`src/rtl/trace_fifo_pkg.sv`:
```
package trace_fifo_pkg;
   // word-aligned byte offsets on the register bus
   localparam int unsigned ADR_W           = 4;
   localparam logic [3:0]  UPPER_BYTE_OFS  = 4'h0;
   localparam logic [3:0]  LOWER_BYTE_OFS  = 4'h4;
   localparam logic [3:0]  TRACE_CTRL_OFS  = 4'h8;
   localparam logic [3:0]  TRACE_STAT_OFS  = 4'hC;
   // field positions
   localparam int unsigned CTRL_EVENT_ONLY = 0;
   localparam int unsigned STAT_ARMED      = 0;
   localparam int unsigned STAT_EVENT_ONLY = 1;
   // values after reset, and the fill for unused bytes
   localparam logic        CTRL_RESET      = 1'b0;
   localparam logic [31:0] DAT_RESET       = 32'h0000_0000;
   localparam logic [7:0]  UNUSED_BYTE     = 8'h00;
   // geometry defaults
   localparam int unsigned TRACE_DEPTH     = 8;
   localparam int unsigned TRACE_WIDTH     = 16;
endpackage

```
`src/rtl/debug_trace_fifo_readout.sv`:
```
// Added by the designer: the register addresses and the Wishbone register port.
`timescale 1ns/10ps
// How it works
// RULE_01: upper-byte register returns bits 15:8 of the oldest word; writes ignored.
// RULE_02: in event-only mode the upper-byte register always reads 0x00.
// RULE_03: reading the upper-byte register never moves the FIFO.
// RULE_04: lower-byte register returns bits 7:0, ignores writes, each read advances.
// RULE_05: event-only captures store eight bits in the low half, high half zero.
// RULE_06: software reads upper byte before lower byte for 16-bit words.
// RULE_07: byte-wide entries may be read by repeated lower-byte reads alone.
// RULE_08: while armed, lower-byte reads do not advance; software should not read.
// RULE_09: unarmed lower-byte read loads latest opcode address into last location.
// RULE_10: unarmed, the FIFO is an eight-deep delay line; ninth read returns first.
// RULE_11: profiling software primes with eight discarded reads, then reads periodically.
// RULE_12: entries are sixteen bits; output always shows the oldest unread entry.
module debug_trace_fifo_readout
   import trace_fifo_pkg::*;
#(
   parameter int unsigned DEPTH = TRACE_DEPTH,
   parameter int unsigned WIDTH = TRACE_WIDTH
) (
   // clock and reset
   input  wire logic              clk_i,
   input  wire logic              rst_i,
   // wishbone slave
   input  wire logic              wb_cyc_i,
   input  wire logic              wb_stb_i,
   input  wire logic              wb_we_i,
   input  wire logic [ADR_W-1:0]  wb_adr_i,
   input  wire logic [3:0]        wb_sel_i,
   input  wire logic [31:0]       wb_dat_i,
   output logic      [31:0]       wb_dat_o,
   output logic                   wb_ack_o,
   // capture logic, same clock
   input  wire logic              trace_armed_flag_i,
   input  wire logic              cap_valid_i,
   input  wire logic [WIDTH-1:0]  cap_data_i,
   input  wire logic [WIDTH-1:0]  opcode_addr_i,
   output logic                   event_only_o
);
   if (WIDTH != 16 || DEPTH < 2) begin : g_chk
      $error("readout needs 16-bit words and at least two entries");
   end

   // words[0] is the head; new words enter at words[DEPTH-1]
   logic [DEPTH-1:0][WIDTH-1:0] words;
   logic [WIDTH-1:0]            head;
   logic                        take;
   logic                        rd_upper;
   logic                        rd_lower;
   logic                        pop;
   logic                        cap_shift;
   logic                        shift;
   logic [WIDTH-1:0]            shift_din;

   logic                        ack_d;
   logic                        ack_q;
   logic [31:0]                 dat_d;
   logic [31:0]                 dat_q;
   logic                        event_only_d;
   logic                        event_only_q;

   assign head     = words[0]; // RULE_12
   // a request is taken once; the ack cycle itself never starts a second access
   assign take     = wb_cyc_i && wb_stb_i && !ack_q;
   assign rd_upper = take && !wb_we_i && (wb_adr_i == UPPER_BYTE_OFS);
   assign rd_lower = take && !wb_we_i && (wb_adr_i == LOWER_BYTE_OFS);

   // armed capture freezes read-out so the trace is not disturbed
   // an armed lower read is still acked and shows the head's low byte
   assign pop       = rd_lower && !trace_armed_flag_i; // RULE_04 RULE_08
   assign cap_shift = cap_valid_i && trace_armed_flag_i;
   assign shift     = pop || cap_shift;

   // a pop needs the flag low and a capture needs it high, so they never meet;
   // the priority below only fixes which source is named first
   always_comb begin
      if (pop) begin
         shift_din = opcode_addr_i; // RULE_09 RULE_10
      // event-only mode reshapes captures only; profiling keeps the full address
      end else if (event_only_q) begin
         shift_din = {UNUSED_BYTE, cap_data_i[7:0]}; // RULE_05
      end else begin
         shift_din = cap_data_i;
      end
   end

   trace_word_store #(
      .DEPTH (DEPTH),
      .WIDTH (WIDTH)
   ) u_store (
      .clk_i   (clk_i),
      .rst_i   (rst_i),
      .shift_i (shift),
      .din_i   (shift_din),
      .words_o (words)
   );

   // register bus: one wait cycle, data and ack both registered
   always_comb begin
      ack_d        = take;
      dat_d        = dat_q;
      event_only_d = event_only_q;
      if (take && wb_we_i) begin
         dat_d = DAT_RESET;
         // data registers are read-only, writes there fall through
         if (wb_adr_i == TRACE_CTRL_OFS && wb_sel_i[0]) begin
            event_only_d = wb_dat_i[CTRL_EVENT_ONLY];
         end
      end else if (take) begin
         // the head is sampled at the taking edge, before a pop moves it
         dat_d = DAT_RESET;
         if (wb_adr_i == UPPER_BYTE_OFS) begin
            if (!event_only_q) begin
               dat_d[7:0] = head[15:8]; // RULE_01 RULE_03
            end else begin
               dat_d[7:0] = UNUSED_BYTE; // RULE_02
            end
         end else if (wb_adr_i == LOWER_BYTE_OFS) begin
            dat_d[7:0] = head[7:0]; // RULE_04
         end else if (wb_adr_i == TRACE_CTRL_OFS) begin
            dat_d[CTRL_EVENT_ONLY] = event_only_q;
         end else if (wb_adr_i == TRACE_STAT_OFS) begin
            dat_d[STAT_ARMED]      = trace_armed_flag_i;
            dat_d[STAT_EVENT_ONLY] = event_only_q;
         end
      end
   end

   // every bus output leaves a flip-flop, so no decode glitch reaches the master
   always_ff @(posedge clk_i) begin
      if (rst_i) begin
         ack_q        <= 1'b0;
         dat_q        <= DAT_RESET;
         event_only_q <= CTRL_RESET;
      end else begin
         ack_q        <= ack_d;
         dat_q        <= dat_d;
         event_only_q <= event_only_d;
      end
   end

   assign wb_ack_o     = ack_q;
   assign wb_dat_o     = dat_q;
   assign event_only_o = event_only_q;
endmodule

```
`src/rtl/trace_word_store.sv`:
```
`timescale 1ns/10ps
// shift store: entry 0 is the oldest word, new words enter at the last entry
module trace_word_store
   import trace_fifo_pkg::*;
#(
   parameter int unsigned DEPTH = TRACE_DEPTH,
   parameter int unsigned WIDTH = TRACE_WIDTH
) (
   // clock and reset
   input  wire logic                         clk_i,
   input  wire logic                         rst_i,
   // shift request
   input  wire logic                         shift_i,
   input  wire logic [WIDTH-1:0]             din_i,
   // contents
   output logic      [DEPTH-1:0][WIDTH-1:0]  words_o
);
   logic [DEPTH-1:0][WIDTH-1:0] words_d;
   logic [DEPTH-1:0][WIDTH-1:0] words_q;

   if (DEPTH < 2) begin : g_chk
      $error("trace_word_store needs at least two entries");
   end

   for (genvar i = 0; i < DEPTH; i++) begin : g_entry
      always_comb begin
         words_d[i] = words_q[i];
         if (shift_i) begin
            words_d[i] = (i == DEPTH - 1) ? din_i : words_q[(i + 1) % DEPTH];
         end
      end
   end

   always_ff @(posedge clk_i) begin
      if (rst_i) begin
         words_q <= '0;
      end else begin
         words_q <= words_d;
      end
   end

   assign words_o = words_q;
endmodule

```
`config.mk`:
```
export PLATFORM = sky130hd
export DESIGN_NAME = debug_trace_fifo_readout
export DESIGN_NICKNAME = d
export VERILOG_FILES = /design/src/rtl/trace_fifo_pkg.sv /design/src/rtl/debug_trace_fifo_readout.sv /design/src/rtl/trace_word_store.sv
export SDC_FILE = /design/constraint.sdc
export NUM_CORES = 1
export LEC_CHECK = 0
export BUFFER_PORTS_ARGS = -buffer_cell sky130_fd_sc_hd__buf_2
export CORE_UTILIZATION = 54
export CTS_BUF_LIST = sky130_fd_sc_hd__clkbuf_4 sky130_fd_sc_hd__clkbuf_8 sky130_fd_sc_hd__clkbuf_16
export CTS_CLUSTER_SIZE = 40
export DETAILED_ROUTE_END_ITERATION = 12
export PLACE_DENSITY = 0.8
export RECOVER_POWER = 50
export SLEW_MARGIN = 25
export SYNTH_ARGS = -nofsm -noshare
export SYNTH_HDL_FRONTEND = slang
export SYNTH_SLANG_ARGS = --single-unit
```
`constraint.sdc`:
```
create_clock -name clk_i -period 1.6 [get_ports clk_i]
set_input_delay 0 -clock clk_i [delete_from_list [all_inputs] [get_ports clk_i]]
set_output_delay 0 -clock clk_i [all_outputs]
set_load 0.03 [all_outputs]
```
==> impl_metrics.csv, run 1 <==
group,metric,value,unit
sta,setup_viol_count_final,0,
worst_setup_path,critical_path_arrival,2.03,ns
synth,synth.most_common_cell,"nand2_1",
sta,max_slew_margin,54.71,%
clock_tree,cts_buffers,17,
floorplanning,die_width,100.7,um
power,worst_ir_drop_vdd,0.6403,mV
routing,drtAntennaViolNets,0,
floorplanning,coreArea,9328,sq um
worst_setup_path,crit_type,"reg2reg",
layout,drive_above_1_share,16.52,%
grt,grt_overflow,0,
clock_tree,cts_tree,"yes",
synth,synthMuxAreaShare,0.3805,%
sta,layout_setup_ws,0.001975,ns
sta,min_period_over_period,99.88,%
worst_setup_path,critPathMostFrequentCell,"clkbuf_16",
clock_tree,cts.sinks,138,
status,status,"finished, final reports clean",
synth,synth_compound_area_share,16.00,%
sta,report.final.slew_viol_count,0,
min_path,hold_class,"in2reg",
worst_setup_path,critPathRequiredTime,2.03,ns
synth,ys.warnings.count,0,
routing,drt-initial-drc-count,453,
routing,drc,0,
sta,min_period,1.598,ns
synth,syn-cell-area,5261,sq um
sta,fmax,0.6258,GHz
worst_setup_path,crit_path_end_kind,"flip-flop",
place,gp_congestion,0.7730,
synth,synth-xor-area-share,0,%
power,power,8.368,mW
place,io_buffers,54,
clock_tree,htreeDepth,4,
floorplanning,rows,35,
synth,seq_area_frac_synth,52.51,%
layout,ff_latch_area,2763,sq um
routing,drt_pass1_iterations,6,
place,pre_cts_ws,0.01651,ns
place,dpl-instance-area,5613,sq um
clock_tree,clock-root-buffer,"clkbuf_8",
floorplanning,die_area,10140,sq um
place,detailed_place_hpwl,6878,um
layout,post-route-util,75.51,%
grt,antenna_found_initial,0,
routing,post_drt_wl_per_cell,17.70,um
synth,synth_top_cell_area_share,52.51,%
power,leakage,2.523,nW
routing,vias,5277,
worst_setup_path,path_buf_inv,3,
grt,grt_max_degree,64,
sta,tightest_slew,0.6778,ns
synth,synthAdderAreaFrac,0,%
layout,syn_to_final_growth,33.86,%
synth,yosys-top-cells-area,"dfxtp_1 53%, nand2_1 19%, a21oi_1 11%",
sta,hold_ws,0.05984,ns
synth,synth-simple-area-share,23.40,%
synth,synth_edf_count,0,
synth,synthTopCellsByCount,"262 x nand2_1, 138 x dfxtp_1, 114 x a21oi_1",
layout,n_fill_cell,546,
grt,grt_first_pass_wirelength,21740,um
synth,synthArstFlopShare,0,%
layout,finalNetCount,848,
grt,grt_pass1_vias,4849,
synth,syn_area_per_cell,7.841,sq um
synth,ys.flop_type,"dfxtp_1",
worst_setup_path,crit_path_top_delay_cell,"dfxtp_1",
synth,yosysUniqueCellTypes,29,
synth,synth_top_family_by_area,"simple AND/OR/NAND/NOR gates",
worst_setup_path,cpPeakStageDelay,0.32,ns
floorplanning,die_height,100.7,um
routing,wl,16100,um
layout,multi_input_area,2263,sq um
layout,design_area,7043,sq um
floorplanning,boundaryPins,113,
worst_setup_path,crit_path_start_kind,"flip-flop",
synth,synth_top_cell_by_area,"dfxtp_1",
floorplanning,start_util,56.41,%
worst_setup_path,critPathTopFamily,"buffers and inverters",
grt,grt_usage,27.27,%
synth,syn_inst,671,
routing,via_per_inst,5.799,
worst_setup_path,crit_fanout,8,
clock_tree,insertion_delay,0.52,ns
synth,ys_ff_latch,138,
power,power_density,1188,nW/um^2
clock_tree,cts_buffer_depth,2,
worst_setup_path,crit_chain,"nand3b_1 -> o31ai_4 -> buf_4 -> clkbuf_16 -> clkbuf_16 -> nand2_1 -> a21oi_1",
layout,diodes,0,
sta,clock_skew,0.01271,ns
clock_tree,path_clk_slew,0.06,ns
run,max_cap_viol_count,0,
sta,hold_viol_final,0,
[metal layers]
layer  track usage (%)  up-vias  part of all wire, %
li1                  -     2364                    -
met1             29.77     2524                   36
met2             49.21      289                   52
met3             6.103      100                  6.3
met4             14.49        0                  6.2
met5                 0        -                    0
[logic make-up after synthesis]
logic type             after synthesis
other                                1
AND/OR/NAND/NOR                    309
buffers and inverters               71
flip-flops                         138
AO/OA/AOI/OAI                      150
multiplexers                         2
[flip-flops by register name, summed over array words and instances (netlist names)]
name and cells:
wb_ack_o 1, event_only_o 1, u_store.words_o 128, wb_dat_o 8
[cell usage in the layout (no fill, tap or decap), types with 9 or more instances in the layout]
| cell | synthesis | final |
|---|---|---|
| conb_1 | 1 | 24 |
| buf_2 | 15 | 40 |
| nor2_1 | 19 | 19 |
| dlygate4sd3_1 | 0 | 36 |
| nand3_1 | 10 | 10 |
| a21oi_2 | 0 | 12 |
| buf_4 | 29 | 16 |
| dfxtp_1 | 138 | 138 |
| a21oi_1 | 114 | 102 |
| clkbuf_16 | 0 | 26 |
| clkbuf_1 | 26 | 9 |
| nand2_1 | 262 | 262 |
[per-stage QoR]
stage	TNS, ns	instances
finish	0	910
global route	-0.8049	910
CTS	0	895
floorplan	-1.647	694
global placement	0	825
detailed placement	0	825
[power by group]
part           leakage, nW  internal [mW]  switching (mW)  total, mW
combinational         1.11          0.271           0.389      0.660
sequential            1.11           3.47          0.0192       3.49
clock                0.301           2.69            1.53       4.22
total                 2.52           6.43            1.94       8.37
[worst min-delay path: cells and delay by family]
family / cells / cell delay, ns
AOI/OAI and AO/OA: 2 / 0.31
muxes: 1 / 0.09
buffers and inverters: 1 / 0.15
[final timing paths]
check        depth (start not counted)                  end           startpoint  slack (ns)
max                                  7  u_store.words_o[73]             wb_ack_o       0.002
min                                  4          wb_dat_o[0]   trace_armed_flag_i        0.06
max reg2reg                          7  u_store.words_o[73]             wb_ack_o       0.002
min reg2reg                          2  u_store.words_o[59]  u_store.words_o[59]        0.45
[repair_timing]
action	in CTS	in global routing
gates cloned	0	12
setup endpoints to repair	1	98
setup buffers	0	6
resized for setup	1	27
endpoints found under the hold margin	34	0
pin swaps	0	6
hold buffers	39	0
[area by class of cell]
cell class | count | area share (%)
Clock inverter | 14 | 3.144
Multi-Input combinational cell | 485 | 32.14
Tap cell | 129 | 2.292
Timing Repair Buffer | 127 | 17.32
Clock buffer | 17 | 5.880
Sequential cell | 138 | 39.23
Note: power is estimated with default switching activity, not from simulation.
==> inputs of run 2 (changes only) <==
--- a/config.mk
+++ b/config.mk
@@ -6,11 +6,11 @@
 export NUM_CORES = 1
 export LEC_CHECK = 0
 export BUFFER_PORTS_ARGS = -buffer_cell sky130_fd_sc_hd__buf_2
-export CORE_UTILIZATION = 54
+export CORE_UTILIZATION = 45
 export CTS_BUF_LIST = sky130_fd_sc_hd__clkbuf_4 sky130_fd_sc_hd__clkbuf_8 sky130_fd_sc_hd__clkbuf_16
 export CTS_CLUSTER_SIZE = 40
 export DETAILED_ROUTE_END_ITERATION = 12
-export PLACE_DENSITY = 0.8
+export PLACE_DENSITY = 0.69
 export RECOVER_POWER = 50
 export SLEW_MARGIN = 25
 export SYNTH_ARGS = -nofsm -noshare
==> run 2 against run 1 <==
  * Global-route usage is 6.5 points lower
  * Flip-flop and latch count stayed put
  * Clock-buffer cell count is 2 higher
  * Critical path depth is 1 lower
  * Via count is 13% lower
  * Register-to-register slack better by 0.06 ns
  * Largest cell class unchanged
  * Highest routed layer unchanged
==> impl_metrics.csv, run 2 (synthesis gave the netlist of run 1 again) <==
group,metric,value,unit
worst_setup_path,ff2ff_path_depth,6,
grt,grt_usage,20.80,%
sta,fmax,0.6518,GHz
routing,via_per_inst,5.065,
worst_setup_path,cpPeakStageDelay,0.31,ns
grt,grt_max_degree,112,
sta,min_period,1.534,ns
routing,post_drt_wl_per_cell,13.02,um
sta,hold_ws,0.03610,ns
worst_setup_path,crit_path_start_kind,"flip-flop",
sta,report.final.slew_viol_count,0,
worst_setup_path,critical_path_arrival,1.87,ns
floorplanning,boundaryPins,113,
worst_setup_path,critPathTopFamily,"buffers and inverters",
layout,syn_to_final_growth,24.83,%
worst_setup_path,crit_chain,"nand3b_1 -> o31ai_4 -> buf_4 -> buf_12 -> nand2_1 -> a21oi_1",
place,dp_cells,832,
worst_setup_path,worst-path-stages,6,
sta,min_period_over_period,95.89,%
clock_tree,htreeDepth,4,
floorplanning,start_util,46.08,%
status,status,"finished, final reports clean",
grt,grt_use_met3,4.174,%
sta,clock_skew,0.006725,ns
layout,layout_common_cells,"262 x nand2_1, 138 x dfxtp_1, 114 x a21oi_1",
routing,drc,0,
worst_setup_path,crit_path_end_kind,"flip-flop",
layout,layout.cells.non_filler,904,
floorplanning,die_width,110.1,um
power,power_density,1177,nW/um^2
sta,fin_tns_setup,0,ns
routing,drt-initial-drc-count,328,
layout,diodes,0,
clock_tree,cts_buffers,17,
power,leakage,2.305,nW
grt,top_usage_layer,"met2",
floorplanning,rows,39,
place,io_buffers,54,
grt,antenna_found_initial,0,
sta,hold_viol_final,0,
floorplanning,die_area,12130,sq um
worst_setup_path,critPathRequiredTime,1.93,ns
place,gp_congestion,0.7361,
worst_setup_path,crit_type,"reg2reg",
power,worst_ir_drop_vdd,0.6782,mV
grt,grtUsageMet2,36.70,%
layout,final_common_cell,"nand2_1",
grt,grt_pass1_vias,4481,
clock_tree,cts_buffer_depth,2,
grt,grt_first_pass_wirelength,19690,um
floorplanning,coreArea,11420,sq um
worst_setup_path,path_buf_inv,2,
routing,wl,11770,um
layout,drive_above_1_share,12.35,%
worst_setup_path,crit_path_top_delay_cell,"dfxtp_1",
floorplanning,die_height,110.1,um
layout,largest_reg_flops,128,
place,detailed_place_hpwl,6637,um
routing,drt_pass1_iterations,5,
clock_tree,clock-root-buffer,"clkbuf_16",
min_path,hold_depth,4,
min_path,hold_class,"in2reg",
sta,setup_viol_count_final,0,
clock_tree,insertion_delay,0.41,ns
run,max_cap_viol_count,0,
routing,vias,4579,
clock_tree,cts.sinks,138,
clock_tree,cts_tree,"yes",
sta,grt_setup_unrepaired,"true",
routing,drtAntennaViolNets,0,
layout,finalNetCount,828,
clock_tree,path_clk_slew,0.06,ns
grt,grtUsageMet1,24.17,%
grt,grt_overflow,0,
worst_setup_path,crit_fanout,48,
layout,post-route-util,57.52,%
-- run 2: repair_timing --
action                                 CTS  global route
hold buffers                            38             0
setup buffers                            0             2
setup endpoints to repair                0            67
endpoints found under the hold margin   35             0
gates resized for setup                  0             3
-- run 2: path summary, 6_finish.rpt --
path,from,to,slack [ns]
worst min register to register,u_store.words_o[59],u_store.words_o[59],0.45
worst max register to register,wb_ack_o,u_store.words_o[99],0.07
worst min-delay path,wb_adr_i[3],wb_dat_o[1],0.04
worst max-delay path,wb_ack_o,u_store.words_o[99],0.07
-- run 2: routing by layer --
layer | routed length (um) | share of wire, %
met1 | 5219 | 44
met2 | 5929 | 50
met3 | 402 | 3.4
met4 | 216 | 1.8
met5 | 0 | 0
-- run 2: area by class of cell --
type	instances	area, sq um
flip-flops and latches	138	2763
clock inverters	12	125.1
clock buffers	19	452.9
multi-input cells	485	2198
repair buffers	107	849.6
well taps	143	178.9
fillers	1028	4851
-- run 2: worst min-delay path, stage by stage --
cell and delay, ns:
buf_2 0.14, nand3_1 0.08, o21ai_0 0.08, a32o_1 0.12
-- run 2: metrics by stage --
stage | cell area, sq um | setup slack (ns) | power, mW
CTS | 6536 | 0.01554 | 7.778
detailed placement | 5578 | 0.02762 | 3.970
global route | 6568 | -0.01793 | 8.023
global placement | 5578 | 0.06696 | 3.963
finish | 6568 | 0.06571 | 7.732
floorplan | 5348 | -0.08235 | 3.887
-- run 2: power breakdown --
group | total, mW | internal (mW) | switching (mW)
clock | 3.73 | 2.35 | 1.38
sequential | 3.48 | 3.47 | 0.0167
combinational | 0.514 | 0.185 | 0.330
